`config.mk`:
```
export PLATFORM = sky130hd
export DESIGN_NAME = adc_result_compare_regs
export DESIGN_NICKNAME = d
export VERILOG_FILES = /design/src/hdl/adc_result_pkg.sv /design/src/hdl/result_slot.sv /design/src/hdl/adc_result_compare_regs.sv
export SDC_FILE = /design/constraint.sdc
export NUM_CORES = 1
export LEC_CHECK = 0
export BUFFER_PORTS_ARGS = -buffer_cell sky130_fd_sc_hd__buf_2
export CORE_UTILIZATION = 55
export DETAILED_ROUTE_END_ITERATION = 12
export PLACE_DENSITY = 0.89
export SLEW_MARGIN = 30
export SYNTH_ARGS = -nofsm -noshare
export SYNTH_HDL_FRONTEND = slang
export SYNTH_SLANG_ARGS = --single-unit
```
`constraint.sdc`:
```
create_clock -name core_clk_i -period 5.2 [get_ports core_clk_i]
set_clock_uncertainty 0.05 [all_clocks]
set_input_delay 0.26 -clock core_clk_i [delete_from_list [all_inputs] [get_ports core_clk_i]]
set_output_delay 0.26 -clock core_clk_i [all_outputs]
set_load 0.01 [all_outputs]
```
`src/hdl/adc_result_pkg.sv`:
```
// shared constants for the adc result and compare register slice
package adc_result_pkg;
	localparam int addr_width = 8;
	localparam int data_width = 32;
	localparam int value_width = 10;
	localparam int value_lsb = 6;
	localparam int value_msb = 15;
	localparam int stored_bit = 0;
	localparam int overrun_bit = 1;
	// register byte offsets
	localparam logic [7:0] slot7_result_offset = 8'h00;
	localparam logic [7:0] priority_result_offset = 8'h04;
	localparam logic [7:0] monitor0_threshold_offset = 8'h08;
	localparam logic [7:0] monitor0_mode_offset = 8'h0c;
	localparam logic [7:0] irq_status_offset = 8'h10;
	localparam logic [7:0] irq_mask_offset = 8'h14;
	// monitor0 mode register fields
	localparam int mode_select_lsb = 0;
	localparam int mode_select_msb = 2;
	localparam int mode_direction_bit = 3;
	localparam int mode_enable_bit = 4;
	// interrupt status bits
	localparam int irq_monitor0_bit = 0;
	localparam int irq_slot7_overrun_bit = 1;
	localparam int irq_priority_overrun_bit = 2;
	localparam int irq_width = 3;
	// result-select codes seen by monitor0
	localparam logic [2:0] select_slot7 = 3'h7;
	localparam logic [2:0] select_priority = 3'h0;
	localparam logic [31:0] reset_word = 32'h0000_0000;
	localparam logic [9:0] reset_value = 10'h000;
	localparam logic [2:0] reset_irq = 3'h0;
	localparam logic [4:0] reset_mode = 5'h00;
endpackage

```
`src/hdl/result_slot.sv`:
```
// one conversion result holder with stored and overrun flags
`timescale 1ns/100ps
`default_nettype none
module result_slot
	import adc_result_pkg::*;
(
	input wire logic core_clk_i,
	input wire logic sys_rst_i,
	input wire logic store_i,
	input wire logic [adc_result_pkg::value_width-1:0] value_i,
	input wire logic read_i,
	output logic [adc_result_pkg::value_width-1:0] value_o,
	output logic stored_o,
	output logic overrun_o,
	output logic overrun_event_o
);
	always_ff @(posedge core_clk_i or posedge sys_rst_i) begin
		if (sys_rst_i) begin
			value_o <= reset_value;
		end else if (store_i) begin
			value_o <= value_i;
		end
	end

	// store sets flag; set wins over the read clear
	always_ff @(posedge core_clk_i or posedge sys_rst_i) begin
		if (sys_rst_i) begin
			stored_o <= 1'b0;
		end else if (store_i) begin
			stored_o <= 1'b1;
		end else if (read_i) begin
			stored_o <= 1'b0;
		end
	end

	// overwrite of unread value sets overrun
	always_ff @(posedge core_clk_i or posedge sys_rst_i) begin
		if (sys_rst_i) begin
			overrun_o <= 1'b0;
		end else if (store_i && stored_o && !read_i) begin
			// both flags stay set while overwritten
			overrun_o <= 1'b1;
		end else if (read_i) begin
			overrun_o <= 1'b0;
		end
	end

	always_ff @(posedge core_clk_i or posedge sys_rst_i) begin
		if (sys_rst_i) begin
			overrun_event_o <= 1'b0;
		end else begin
			overrun_event_o <= store_i && stored_o && !read_i;
		end
	end

	a_overrun_set: assert property (@(posedge core_clk_i)
		disable iff (sys_rst_i)
		(store_i && stored_o && !read_i) |=> overrun_o && stored_o)
		else $error("overrun not set on overwrite");
	a_stored_clear: assert property (@(posedge core_clk_i)
		disable iff (sys_rst_i)
		(read_i && !store_i) |=> !stored_o && !overrun_o)
		else $error("flags not cleared by read");
	a_value_load: assert property (@(posedge core_clk_i)
		disable iff (sys_rst_i)
		store_i |=> stored_o && value_o == $past(value_i))
		else $error("value or stored flag wrong after store");
endmodule
`default_nettype wire

```
`src/hdl/adc_result_compare_regs.sv`:
```
// result registers, monitor0 threshold and compare, interrupt status
//
// Operation
// - Each result register shows its 10-bit value in bits 15:6, its flags in bits 1:0 and zeros elsewhere.
// - The priority result register takes only top-priority conversion results.
// - Storing a new value sets that register's stored flag in bit 0.
// - Reading a result register clears its stored flag.
// - Storing over an unread value sets the overrun flag in bit 1.
// - Reading the register clears its overrun flag.
// - The monitor0 threshold is a 10-bit read/write field in bits 15:6, compared with the selected result.
// - Monitor0 compares on each store to the selected register and fires by direction.
// - Repeated overwrites leave stored and overrun flags both set.
//
// The strobed register port and the address map were decided locally.
`timescale 1ns/100ps
`default_nettype none
module adc_result_compare_regs
	import adc_result_pkg::*;
(
	input wire logic core_clk_i,
	input wire logic sys_rst_i,
	input wire logic [adc_result_pkg::addr_width-1:0] addr_i,
	input wire logic [adc_result_pkg::data_width-1:0] wdata_i,
	input wire logic wr_i,
	input wire logic rd_i,
	output logic [adc_result_pkg::data_width-1:0] rdata_o,
	input wire logic slot7_store_i,
	input wire logic priority_store_i,
	input wire logic [adc_result_pkg::value_width-1:0] conv_value_i,
	output logic monitor0_irq_o,
	output logic irq_o
);
	import adc_result_pkg::*;

	logic [value_width-1:0] slot7_value;
	logic slot7_stored_flag;
	logic slot7_overrun_flag;
	logic slot7_overrun_event;
	logic [value_width-1:0] priority_value;
	logic priority_stored_flag;
	logic priority_overrun_flag;
	logic priority_overrun_event;
	logic [value_width-1:0] monitor0_threshold_value;
	logic [4:0] monitor0_mode_reg;
	logic [irq_width-1:0] irq_status;
	logic [irq_width-1:0] irq_mask;
	logic [irq_width-1:0] irq_events;
	logic monitor0_hit;
	logic slot7_read;
	logic priority_read;
	logic [data_width-1:0] next_rdata;

	function automatic logic hit(input logic [7:0] a, input logic [7:0] off);
		hit = (a == off);
	endfunction

	function automatic logic [data_width-1:0] result_word(input logic [value_width-1:0] v,
		input logic ovr, input logic st);
		logic [data_width-1:0] w;
		w = reset_word;
		w[value_msb:value_lsb] = v;
		w[overrun_bit] = ovr;
		w[stored_bit] = st;
		result_word = w;
	endfunction

	// a read of the register is the clearing read
	assign slot7_read = rd_i && hit(addr_i, slot7_result_offset);
	assign priority_read = rd_i && hit(addr_i, priority_result_offset);

	// slot7 word always presented whole, so 16/32-bit reads see the flags
	result_slot slot7_u (
		.core_clk_i(core_clk_i),
		.sys_rst_i(sys_rst_i),
		.store_i(slot7_store_i),
		.value_i(conv_value_i),
		.read_i(slot7_read),
		.value_o(slot7_value),
		.stored_o(slot7_stored_flag),
		.overrun_o(slot7_overrun_flag),
		.overrun_event_o(slot7_overrun_event)
	);

	// only the top-priority store strobe feeds this slot
	result_slot priority_u (
		.core_clk_i(core_clk_i),
		.sys_rst_i(sys_rst_i),
		.store_i(priority_store_i),
		.value_i(conv_value_i),
		.read_i(priority_read),
		.value_o(priority_value),
		.stored_o(priority_stored_flag),
		.overrun_o(priority_overrun_flag),
		.overrun_event_o(priority_overrun_event)
	);

	always_ff @(posedge core_clk_i or posedge sys_rst_i) begin
		if (sys_rst_i) begin
			monitor0_threshold_value <= reset_value;
		end else if (wr_i && hit(addr_i, monitor0_threshold_offset)) begin
			// written regardless; software keeps monitor0 off meanwhile
			monitor0_threshold_value <= wdata_i[value_msb:value_lsb];
		end
	end

	always_ff @(posedge core_clk_i or posedge sys_rst_i) begin
		if (sys_rst_i) begin
			monitor0_mode_reg <= reset_mode;
		end else if (wr_i && hit(addr_i, monitor0_mode_offset)) begin
			monitor0_mode_reg <= wdata_i[4:0];
		end
	end

	// compare the incoming value as it is stored in the selected slot
	always_comb begin
		monitor0_hit = 1'b0;
		if (monitor0_mode_reg[mode_enable_bit]) begin
			if ((monitor0_mode_reg[mode_select_msb:mode_select_lsb] == select_slot7 &&
				slot7_store_i) ||
				(monitor0_mode_reg[mode_select_msb:mode_select_lsb] == select_priority &&
				priority_store_i)) begin
				if (monitor0_mode_reg[mode_direction_bit]) begin
					monitor0_hit = conv_value_i > monitor0_threshold_value;
				end else begin
					monitor0_hit = conv_value_i < monitor0_threshold_value;
				end
			end
		end
	end

	assign irq_events = {priority_overrun_event, slot7_overrun_event, monitor0_hit};

	// sticky status: the event wins over a write-one clear in the same cycle
	genvar g;
	generate
		for (g = 0; g < irq_width; g++) begin : status_bits
			always_ff @(posedge core_clk_i or posedge sys_rst_i) begin
				if (sys_rst_i) begin
					irq_status[g] <= 1'b0;
				end else if (irq_events[g]) begin
					irq_status[g] <= 1'b1;
				end else if (wr_i && hit(addr_i, irq_status_offset) && wdata_i[g]) begin
					irq_status[g] <= 1'b0;
				end
			end
		end
	endgenerate

	always_ff @(posedge core_clk_i or posedge sys_rst_i) begin
		if (sys_rst_i) begin
			irq_mask <= reset_irq;
		end else if (wr_i && hit(addr_i, irq_mask_offset)) begin
			irq_mask <= wdata_i[irq_width-1:0];
		end
	end

	// outputs registered; irq_o one cycle after the status bit, monitor0_irq_o on the same edge as it
	always_ff @(posedge core_clk_i or posedge sys_rst_i) begin
		if (sys_rst_i) begin
			irq_o <= 1'b0;
			monitor0_irq_o <= 1'b0;
		end else begin
			irq_o <= |(irq_status & irq_mask);
			monitor0_irq_o <= monitor0_hit;
		end
	end

	// read mux; unmapped and reserved bits read zero
	always_comb begin
		next_rdata = reset_word;
		case (addr_i)
			slot7_result_offset: begin
				next_rdata = result_word(slot7_value, slot7_overrun_flag, slot7_stored_flag);
			end
			priority_result_offset: begin
				next_rdata = result_word(priority_value, priority_overrun_flag,
					priority_stored_flag);
			end
			monitor0_threshold_offset: begin
				next_rdata[value_msb:value_lsb] = monitor0_threshold_value;
			end
			monitor0_mode_offset: begin
				next_rdata[4:0] = monitor0_mode_reg;
			end
			irq_status_offset: begin
				next_rdata[irq_width-1:0] = irq_status;
			end
			irq_mask_offset: begin
				next_rdata[irq_width-1:0] = irq_mask;
			end
			default: begin
				next_rdata = reset_word;
			end
		endcase
	end

	// read data valid only in the cycle after the strobe
	always_ff @(posedge core_clk_i or posedge sys_rst_i) begin
		if (sys_rst_i) begin
			rdata_o <= reset_word;
		end else if (rd_i) begin
			rdata_o <= next_rdata;
		end else begin
			rdata_o <= reset_word;
		end
	end

	a_result_layout: assert property (@(posedge core_clk_i)
		disable iff (sys_rst_i) rd_i && hit(addr_i, slot7_result_offset) |=>
		rdata_o[31:16] == 16'h0000 && rdata_o[5:2] == 4'h0)
		else $error("reserved result bits not zero");
	a_priority_layout: assert property (@(posedge core_clk_i)
		disable iff (sys_rst_i) rd_i && hit(addr_i, priority_result_offset) |=>
		rdata_o[31:16] == 16'h0000 && rdata_o[5:2] == 4'h0)
		else $error("reserved priority bits not zero");
	a_priority_only: assert property (@(posedge core_clk_i)
		disable iff (sys_rst_i) (!priority_store_i) |=> $stable(priority_value))
		else $error("priority value changed without priority store");
	a_threshold_read: assert property (@(posedge core_clk_i)
		disable iff (sys_rst_i) wr_i && hit(addr_i, monitor0_threshold_offset) ##1 rd_i &&
		hit(addr_i, monitor0_threshold_offset) && !wr_i |=>
		rdata_o[value_msb:value_lsb] == $past(wdata_i[value_msb:value_lsb], 2) &&
		rdata_o[5:0] == 6'h00)
		else $error("threshold readback wrong");
	a_threshold_keep: assert property (@(posedge core_clk_i)
		disable iff (sys_rst_i) !(wr_i && hit(addr_i, monitor0_threshold_offset)) |=>
		$stable(monitor0_threshold_value))
		else $error("threshold changed without write");
	a_monitor_fire: assert property (@(posedge core_clk_i)
		disable iff (sys_rst_i) monitor0_mode_reg[mode_enable_bit] && slot7_store_i &&
		monitor0_mode_reg[mode_select_msb:mode_select_lsb] == select_slot7 &&
		monitor0_mode_reg[mode_direction_bit] && conv_value_i > monitor0_threshold_value
		|=> monitor0_irq_o ##1 irq_status[irq_monitor0_bit])
		else $error("monitor0 did not fire");
	a_monitor_small: assert property (@(posedge core_clk_i)
		disable iff (sys_rst_i) monitor0_mode_reg[mode_enable_bit] && priority_store_i &&
		monitor0_mode_reg[mode_select_msb:mode_select_lsb] == select_priority &&
		!monitor0_mode_reg[mode_direction_bit] && conv_value_i < monitor0_threshold_value
		|=> monitor0_irq_o ##1 irq_status[irq_monitor0_bit])
		else $error("monitor0 did not fire on smaller value");
	a_monitor_quiet: assert property (@(posedge core_clk_i)
		disable iff (sys_rst_i) !monitor0_mode_reg[mode_enable_bit] |=> !monitor0_irq_o)
		else $error("monitor0 fired while disabled");
	a_slot7_clear: assert property (@(posedge core_clk_i)
		disable iff (sys_rst_i) slot7_read && !slot7_store_i |=> !slot7_stored_flag)
		else $error("slot7 stored flag survived read");
	a_priority_clear: assert property (@(posedge core_clk_i)
		disable iff (sys_rst_i) priority_read && !priority_store_i |=> !priority_stored_flag)
		else $error("priority stored flag survived read");
	a_priority_overrun: assert property (@(posedge core_clk_i)
		disable iff (sys_rst_i) priority_store_i && priority_stored_flag && !priority_read |=>
		priority_overrun_flag ##1 irq_status[irq_priority_overrun_bit])
		else $error("priority overrun not flagged");
	a_ovr_clear: assert property (@(posedge core_clk_i)
		disable iff (sys_rst_i) priority_read && !priority_store_i |=> !priority_overrun_flag)
		else $error("priority overrun survived read");
	a_slot7_ovr_clear: assert property (@(posedge core_clk_i)
		disable iff (sys_rst_i) slot7_read && !slot7_store_i |=> !slot7_overrun_flag)
		else $error("slot7 overrun survived read");
	a_ovr_keep: assert property (@(posedge core_clk_i)
		disable iff (sys_rst_i) slot7_overrun_flag && slot7_stored_flag && !slot7_read |=>
		slot7_overrun_flag && slot7_stored_flag)
		else $error("flags dropped without read");
	a_ro_ignore: assert property (@(posedge core_clk_i)
		disable iff (sys_rst_i) wr_i && hit(addr_i, slot7_result_offset) && !slot7_store_i |=>
		$stable(slot7_value))
		else $error("result write not ignored");
	a_irq_level: assert property (@(posedge core_clk_i) disable iff (sys_rst_i)
		|(irq_status & irq_mask) |=> irq_o)
		else $error("irq not raised");
	a_irq_low: assert property (@(posedge core_clk_i) disable iff (sys_rst_i)
		!(|(irq_status & irq_mask)) |=> !irq_o)
		else $error("irq raised without masked status");

	c_overrun: cover property (@(posedge core_clk_i) slot7_overrun_event);
	c_priority_overrun: cover property (@(posedge core_clk_i) priority_overrun_event);
	c_priority_read: cover property (@(posedge core_clk_i) priority_read && priority_stored_flag);
	c_monitor: cover property (@(posedge core_clk_i) monitor0_hit);
	c_irq: cover property (@(posedge core_clk_i) irq_o);
endmodule
`default_nettype wire

```
==> results of run 1 <==
-- worst max-delay path, stage by stage --
cell and delay [ns]:
buf_2 0.17, nor4_4 0.29, and2_1 0.21, nand4b_1 0.68, mux2_4 0.55
-- routing by layer --
metal / up-vias / part of all wire, % / routed length [µm]
met4: 0 / 2.7 / 175
met1: 1072 / 42 / 2700
met2: 96 / 49 / 3140
met3: 17 / 6.5 / 416
li1: 977 / - / -
met5: - / 0 / 0
-- area by class of cell --
class | instances | area [µm²] | area share [%]
Clock inverter | 3 | 15.0 | 0.418
Inverter | 16 | 60.1 | 1.67
Multi-Input combinational cell | 163 | 1370 | 38.2
Clock buffer | 13 | 169 | 4.71
Sequential cell | 64 | 1600 | 44.6
Tap cell | 72 | 90.1 | 2.51
Timing Repair Buffer | 56 | 283 | 7.88
-- report_power, final --
group	internal, mW	switching, mW	total (mW)
logic	0.0568	0.0590	0.116
clock network	0.210	0.186	0.395
registers	0.524	0.0171	0.541
-- synth_stat cells, drive strengths merged (3+ instances only) --
library cell / instances
inv: 16
dfrtp: 64
nor2b: 3
nand2: 10
buf: 21
and3: 4
ha: 10
nor2: 18
a22oi: 12
nand4: 5
a21oi: 4
mux2: 49
a21o: 3
nand3: 3
-- how the worst min path moves through the flow --
stage                                         start                                       to  slack [ns]  depth (start not counted)
3_3_place_gp   priority_u.overrun_event_o$_DFF_PP0_                irq_status[2]$_DFFE_PP0P_        0.36                          1
4_1_cts                                  wdata_i[7]  monitor0_threshold_value[1]$_DFFE_PP0P_        0.09                          2
6_report                                  sys_rst_i         monitor0_mode_reg[2]$_DFFE_PP0P_        0.09                          3
5_1_grt                                 wdata_i[11]  monitor0_threshold_value[5]$_DFFE_PP0P_        0.08                          2
2_1_floorplan                      priority_store_i          priority_u.stored_o$_DFFE_PP0P_        0.31                          2
3_5_place_dp      slot7_u.overrun_event_o$_DFF_PP0_                irq_status[1]$_DFFE_PP0P_        0.37                          1
-- metrics by stage --
| stage | setup slack (ns) | total power [mW] |
|---|---|---|
| floorplan | 3.29 | 0.632 |
| global placement | 2.88 | 0.657 |
| detailed placement | 2.78 | 0.665 |
| CTS | 3.17 | 1.06 |
| global route | 3.04 | 1.10 |
| finish | 3.20 | 1.05 |
-- logic make-up (layout without fill, tap and decap cells) --
| family | Yosys count | count (layout) | synth area share (%) |
|---|---|---|---|
| other cells | 1 | 17 | 0.120 |
| simple gates | 55 | 55 | 10.1 |
| compound gates | 29 | 29 | 6.87 |
| buf+inv | 39 | 88 | 7.23 |
| xor+xnor | 1 | 1 | 0.280 |
| flops | 64 | 64 | 51.2 |
| mux | 51 | 51 | 20.3 |
| fa+ha+maj | 10 | 10 | 4.00 |
-- placed cells by master (no fill, tap or decap), drive strengths merged, types with 2 or more instances in the layout --
cell | netlist | final
nand4b | 2 | 2
nand3 | 3 | 3
clkbuf | 2 | 13
nor2 | 18 | 18
conb | 1 | 17
nor3b | 2 | 2
nand4 | 5 | 5
a211oi | 2 | 2
a21o | 3 | 3
o21ai | 2 | 2
mux2 | 49 | 49
nor2b | 3 | 3
a22oi | 12 | 12
ha | 10 | 10
dfrtp | 64 | 64
nor4 | 2 | 2
and3 | 4 | 4
nor3 | 2 | 2
mux4 | 2 | 2
buf | 21 | 56
a21oi | 4 | 4
nand2 | 10 | 10
inv | 16 | 16
and2 | 2 | 2
clkinv | 0 | 3
==> flow_summary.ini, run 1 <==
[worst_setup_path]
r2r_setup_slack_ns = 3.25
startpoint = addr_i[4]
worstSetupEndpointType = flip-flop
crit_end = monitor0_threshold_value[9]$_DFFE_PP0P_
start_kind = primary input
critical_path_class = in -> reg
timing.rr.start = monitor0_threshold_value[5]$_DFFE_PP0P_
path_max_fanout = 10
critPathRequiredTime_ns = 5.37
worstReg2RegEnd = irq_status[0]$_DFFE_PP0P_
reg2reg_depth = 7
arrival_ns = 2.17

[detailed_routing]
ant_nets = 0
dr.pass1.iters = 4
drt_iter0_markers = 328
wl_per_cell_um = 16.6
drc_errors = 0
viasPerCell = 5.59
drt-total-wl_um = 6430
vias = 2162

[clock_tree]
cts_tree = done
clk_pin_slew_ns = 0.07
cts-buffers-inserted = 9
cts_setup_buffers = 0
cts-root-buf = clkbuf_8
cts_resized = 0
cts_max_level = 3
cts.sinks = 64
hold_buffers = 0
cts_buffer_depth = 2
clk_latency_ns = 0.34

[global_routing]
grt-ovfl-total = 0
grt_max_degree = 65
grtUsageMet1_pct = 32.2
busiest_layer = met2
grt_use_total_pct = 24.1
grt.met2_usage_pct = 36.9
grt_first_pass_wirelength_um = 10800
grt_pass1_vias = 2179
grt.met3_usage_pct = 4.24
antenna_found_initial = 0

[min_path]
hold_class = in -> async

[synth]
synth-edff-count = 0
syn_avg_cell_area_um2 = 12.5
ys.flop_type = dfrtp_1
post_synth_inst_count = 250
synth_top_area_cell = dfrtp_1
ys_seq_elements = 64
yosys-top-cells-area = dfrtp_1, mux2_2, mux2_4
synth_cell_type_count = 40
yosysSeqAreaShare_pct = 51.2
synth_area_mm2 = 0.00313
synthArstFlopShare_pct = 100
yosys_warnings = 0
yosysTopAreaCellShare_pct = 51.2

[layout]
area_growth_pct = 14.7
drive_gt1_share_pct = 40.6
top_register = rdata_o
nets = 376
final_cell_count_no_fill = 387
utilization_pct = 65.2
fin_area_mm2 = 0.00359
n_antenna_cell = 0
largest_register_ffs = 15
n_fill_cell = 420

[sta]
rsz0062_at_grt = no
whs_ns = 0.0907
tns_ns = 0
slew_headroom_pct = 43.3
worstMarginPinSlew_ns = 0.846
hold_viol_final = 0
period_minus_slack_ns = 2.00
setup_viol = 0
slew_violations = 0
max_freq_ghz = 0.500
fin_crit_sh_pct = 38.5

[floorplan]
io_pins = 90
die_h_um = 77.4
initial_core_util_pct = 56.9
fp.dieArea_mm2 = 0.00600
num_rows = 27
die_w_um = 77.4
core_area_mm2 = 0.00551

[placement]
dpl-instance-area_mm2 = 0.00341
dp_hpwl_um = 4370
port_buffers = 55
place_congestion = 0.852
dpl.cell_count = 371

[power_and_ir_drop]
ir_drop_v = 0.000167
power_leakage_nw = 1.73
power_density_mw_per_mm2 = 293

[status]
outcome = finished, final reports clean

[flow_run]
cap_violations = 0
Power figures use the tool's default switching activity.
==> inputs of run 2 (changes only) <==
- ABC_AREA: unset -> 1
- CORE_UTILIZATION: 55 -> 47
- PLACE_DENSITY: 0.89 -> 0.81
- clock period: 5.2 -> 1.7 ns (I/O delays scaled with it)
==> flow_summary.ini, run 2 <==
[status]
outcome = finished, violations left
violations = DRC

[sta]
slew_violations = 0
whs_ns = 0.0483
hold_viol_final = 0
rsz0062_at_grt = no
period_minus_slack_ns = 1.60
max_freq_ghz = 0.626
fin_crit_sh_pct = 94.0
tns_ns = 0
setup_viol = 0

[layout]
layout_common_cells = nand2_1, dfrtp_1, buf_2
nets = 556
largest_register_ffs = 15
utilization_pct = 61.3
area_growth_pct = 23.6
drive_gt1_share_pct = 17.4
layout_commonest_cell = nand2_1
top_register = rdata_o
n_antenna_cell = 0
fin_area_mm2 = 0.00398

[power_and_ir_drop]
power_density_mw_per_mm2 = 885
power_leakage_nw = 2.32
ir_drop_v = 0.000509

[placement]
dpl-instance-area_mm2 = 0.00350
place_congestion = 0.900
dp_hpwl_um = 5020
port_buffers = 55

[synth]
ys.flop_type = dfrtp_1
yosysSeqAreaShare_pct = 49.7
ys_seq_elements = 64
synth_area_mm2 = 0.00322
yosys_warnings = 0
yosys-top-cells-area = dfrtp_1, nand2_1, inv_1
synth_cell_type_count = 26
synthArstFlopShare_pct = 100
syn_avg_cell_area_um2 = 7.95
post_synth_inst_count = 405
synth_top_area_cell = dfrtp_1
yosysMostFrequentCell = nand2_1
synth_commonest_cells = nand2_1, dfrtp_1, inv_1, nor2_1, o21ai_0
yosysTopAreaCellShare_pct = 49.7
synth-edff-count = 0

[detailed_routing]
drc_errors = 7
dr.pass1.iters = 9
met2WireLength_um = 3480
vias = 2833
viasPerCell = 4.95
wl_per_cell_um = 12.8
drt_iter0_markers = 196
dr_wl_met3_um = 413
ant_nets = 0
top_layer = met4
wl_met1_um = 3230
drt-total-wl_um = 7300

[floorplan]
initial_core_util_pct = 49.6
core_area_mm2 = 0.00649
fp.dieArea_mm2 = 0.00718
io_pins = 90
die_h_um = 84.8
die_w_um = 84.8
num_rows = 29

[clock_tree]
cts_buffer_depth = 2
cts_tree = done
cts.sinks = 64
cts_max_level = 3
cts-root-buf = clkbuf_8
clk_pin_slew_ns = 0.07
clk_latency_ns = 0.35
cts-buffers-inserted = 9
cts_setup_buffers = 0

[min_path]
hold_class = in -> reg
min_from = rd_i
min_to = rdata_o[6]$_DFF_PP0_
min_path_cells = 3

[global_routing]
grt_pass1_vias = 2684
grt-ovfl-total = 0
antenna_found_initial = 0
grt_first_pass_wirelength_um = 12200
grt_max_degree = 65
grt_use_total_pct = 22.3

[worst_setup_path]
path_max_fanout = 3
reg2reg_depth = 9
r2r_setup_slack_ns = 0.16
critPathRequiredTime_ns = 1.88
arrival_ns = 1.78
worstSetupEndpointType = flip-flop
timing.rr.start = monitor0_threshold_value[5]$_DFFE_PP0P_
start_kind = primary input
worstReg2RegEnd = irq_status[0]$_DFFE_PP0P_
critical_path_class = in -> reg

[flow_run]
cap_violations = 0
[run 2: kinds of logic after synthesis]
kind of cell             synth area share (%)
AO/OA/AOI/OAI                            7.62
adder cells (fa/ha/maj)                  3.89
buffers and inverters                    11.8
flip-flops                               49.7
other                                   0.116
AND/OR/NAND/NOR                          26.9
[run 2: worst max-delay path by stage]
stage / slack, ns / cells after the start / start / end
3_5_place_dp: 0.22 / 8 / monitor0_threshold_value[8]$_DFFE_PP0P_ / irq_status[0]$_DFFE_PP0P_
5_1_grt: 0.04 / 10 / conv_value_i[5] / irq_status[0]$_DFFE_PP0P_
6_report: 0.10 / 10 / conv_value_i[5] / irq_status[0]$_DFFE_PP0P_
2_1_floorplan: 0.35 / 9 / monitor0_threshold_value[9]$_DFFE_PP0P_ / irq_status[0]$_DFFE_PP0P_
3_3_place_gp: 0.27 / 8 / monitor0_threshold_value[9]$_DFFE_PP0P_ / irq_status[0]$_DFFE_PP0P_
4_1_cts: 0.18 / 10 / conv_value_i[5] / irq_status[0]$_DFFE_PP0P_
[run 2: critical path, cell delays in order]
cell and delay, ns:
dlygate4sd3_1 0.55, buf_2 0.15, ha_1 0.31, nand2_1 0.08, nor2_1 0.18, nand3_1 0.12
nand3_1 0.10, nand2_1 0.05, nand3_1 0.08, nand2_1 0.07
[run 2: repair_timing]
action	4_1_cts	5_1_grt
hold endpoints to repair	102	0
gates resized for setup	0	0
hold buffers	26	0
[run 2: area by class of cell]
cell class / instances / area (µm²)
Inverter: 54 / 206
Multi-Input combinational cell: 279 / 1300
Tap cell: 77 / 96.3
Fill cell: 527 / 2520
Clock buffer: 10 / 138
Clock inverter: 6 / 82.6
Sequential cell: 64 / 1600
Timing Repair Buffer: 82 / 556
[run 2: report_power, final]
group	switching [mW]	internal [mW]
clock network	0.590	0.857
registers	0.0521	1.62
logic	0.247	0.158
[run 2: through the flow]
step                power (mW)  setup WS, ns  cells
global route              3.67        0.0363    572
global placement          2.03         0.266    530
CTS                       3.53         0.177    572
floorplan                 1.93         0.349    421
detailed placement        2.05         0.218    530
finish                    3.52         0.102    572
[run 2: routing by layer]
metal / vias up / global-route usage (%)
li1: 1380 / -
met1: 1322 / 28.6
met2: 110 / 36.3
met3: 21 / 4.92
met4: 0 / 10.0
met5: - / 0
==> inputs of run 3 (changes only) <==
- HOLD_SLACK_MARGIN: unset -> 0.08
- PLACE_DENSITY: 0.81 -> 0.77
==> flow_summary.ini, run 3 (synthesis results as in run 2) <==
[power_and_ir_drop]
switching_share_pct = 25.0
p_sw_mw = 0.923
p_int_mw = 2.77
ir_drop_v = 0.000671
seqPwrFrac_pct = 45.2
p_comb_share_pct = 12.0
power_density_mw_per_mm2 = 890
power_leakage_nw = 2.38
power_mw = 3.69
p_clk_share_pct = 42.8

[layout]
utilization_pct = 63.8
drive_gt1_share_pct = 18.4
seqCellArea_mm2 = 0.00160
top_register = rdata_o
layout_common_cells = nand2_1, dfrtp_1, buf_2
largest_register_ffs = 15
n_antenna_cell = 0
area_growth_pct = 28.8
multi_input_area_mm2 = 0.00131
nets = 571
layout_commonest_cell = nand2_1
n_fill_cell = 530

[placement]
port_buffers = 55
dp_hpwl_um = 5240
place_congestion = 0.861

[worst_setup_path]
critPathBufInv = 3
start_kind = primary input
cp_top_family = buffers and inverters
critical_path_class = in -> reg
worstSetupEndpointType = flip-flop
critPathRequiredTime_ns = 1.94
cpPeakStageDelay_ns = 0.53
cp_common_cell = nand2_1
slowest_stage = dlygate4sd3_1
arrival_ns = 1.87
path_max_fanout = 3
path_cells = dlygate4sd3_1 > buf_2 > ha_1 > nand2_1 > inv_1 > a21oi_2 > nand3_1 > nand2_1 > nand3_1 > nand2_1

[detailed_routing]
ant_nets = 0
dr.pass1.iters = 9
drt-total-wl_um = 7610
drc_errors = 3
drt_iter0_markers = 209
vias = 2847
wl_per_cell_um = 13.0
viasPerCell = 4.85

[global_routing]
grt_use_total_pct = 22.8
grt-ovfl-total = 0
grt_first_pass_wirelength_um = 12400
grt_pass1_vias = 2615
antenna_found_initial = 0
grt_max_degree = 32

[sta]
slew_violations = 0
period_minus_slack_ns = 1.63
tns_ns = 0
fin_crit_sh_pct = 96.1
setup_viol = 0
hold_viol_final = 0
max_freq_ghz = 0.612

[clock_tree]
clk_pin_slew_ns = 0.07
clk_latency_ns = 0.35
cts_buffer_depth = 2
cts-root-buf = clkbuf_8
cts-buffers-inserted = 9
cts_tree = done
cts.sinks = 64
cts_max_level = 3
cts_setup_buffers = 0

[floorplan]
io_pins = 90
fp.dieArea_mm2 = 0.00718
core_area_mm2 = 0.00649
die_h_um = 84.8
initial_core_util_pct = 49.6
num_rows = 29
die_w_um = 84.8

[min_path]
hold_class = in -> reg

[status]
outcome = finished, violations left
violations = DRC

[flow_run]
cap_violations = 0
## run 3: cell count changes in the layout (fill, tap and decap cells not counted), moves of 2 or more
cell           before  now
nor2_1             30   28
nor2_2              0    2
buf_4               0    5
dlygate4sd3_1      26   36
## run 3: repair_timing
item / CTS / global route
hold endpoints to repair: 102 / 0
hold buffers: 36 / 0
setup endpoints to repair: 0 / 2
resized for setup: 0 / 4
## run 3: power by group through the flow
stage	Clock, mW	Combinational (mW)	Sequential, mW
6_report	1.58	0.444	1.67
5_1_grt	1.66	0.503	1.68
4_1_cts	1.59	0.433	1.67
3_5_place_dp	0	0.367	1.69
3_3_place_gp	0	0.351	1.69
2_1_floorplan	0	0.250	1.68
## run 3: cell type report
class | instances | area share (%)
Timing Repair Buffer | 97 | 16.7
Sequential cell | 64 | 38.6
Inverter | 54 | 4.98
Multi-Input combinational cell | 279 | 31.7
Tap cell | 77 | 2.32
Clock inverter | 6 | 2.60
Clock buffer | 10 | 3.08
## run 3: worst min-delay path, delay by kind of cell
family | cells | cell delay, ns
and+or+nand+nor | 3 | 0.24
AOI/OAI and AO/OA | 1 | 0.10
buffers and inverters | 1 | 0.09
## run 3: path summary, 6_finish.rpt
kind | from | end | slack [ns] | depth (start not counted)
max | conv_value_i[9] | irq_status[0]$_DFFE_PP0P_ | 0.07 | 10
max reg2reg | monitor0_threshold_value[5]$_DFFE_PP0P_ | irq_status[0]$_DFFE_PP0P_ | 0.12 | 9
min in group asynchronous | sys_rst_i | slot7_u.stored_o$_DFFE_PP0P_ | 0.25 | 3
min | addr_i[5] | irq_mask[0]$_DFFE_PP0P_ | 0.14 | 5
min reg2reg | slot7_u.overrun_event_o$_DFF_PP0_ | irq_status[1]$_DFFE_PP0P_ | 0.39 | 1
max in group asynchronous | sys_rst_i | slot7_u.value_o[4]$_DFFE_PP0P_ | 0.81 | 4
## run 3: through the flow
step                setup WS, ns  area (µm²)  hold WS, ns  cells
CTS                       0.0496        4130        0.116    587
detailed placement         0.115        3540       0.0883    535
finish                    0.0669        4150        0.142    587
global placement           0.256        3540       0.0796    535
global route             -0.0340        4150        0.175    587
floorplan                  0.349        3280        0.143    421
## run 3: metal layers
layer	vias up	GRT usage [%]	share of wire, %
met5	-	0	0
met4	0	10.3	2.0
li1	1410	-	-
met3	15	5.31	5.8
met1	1316	30.6	45
met2	106	35.2	47
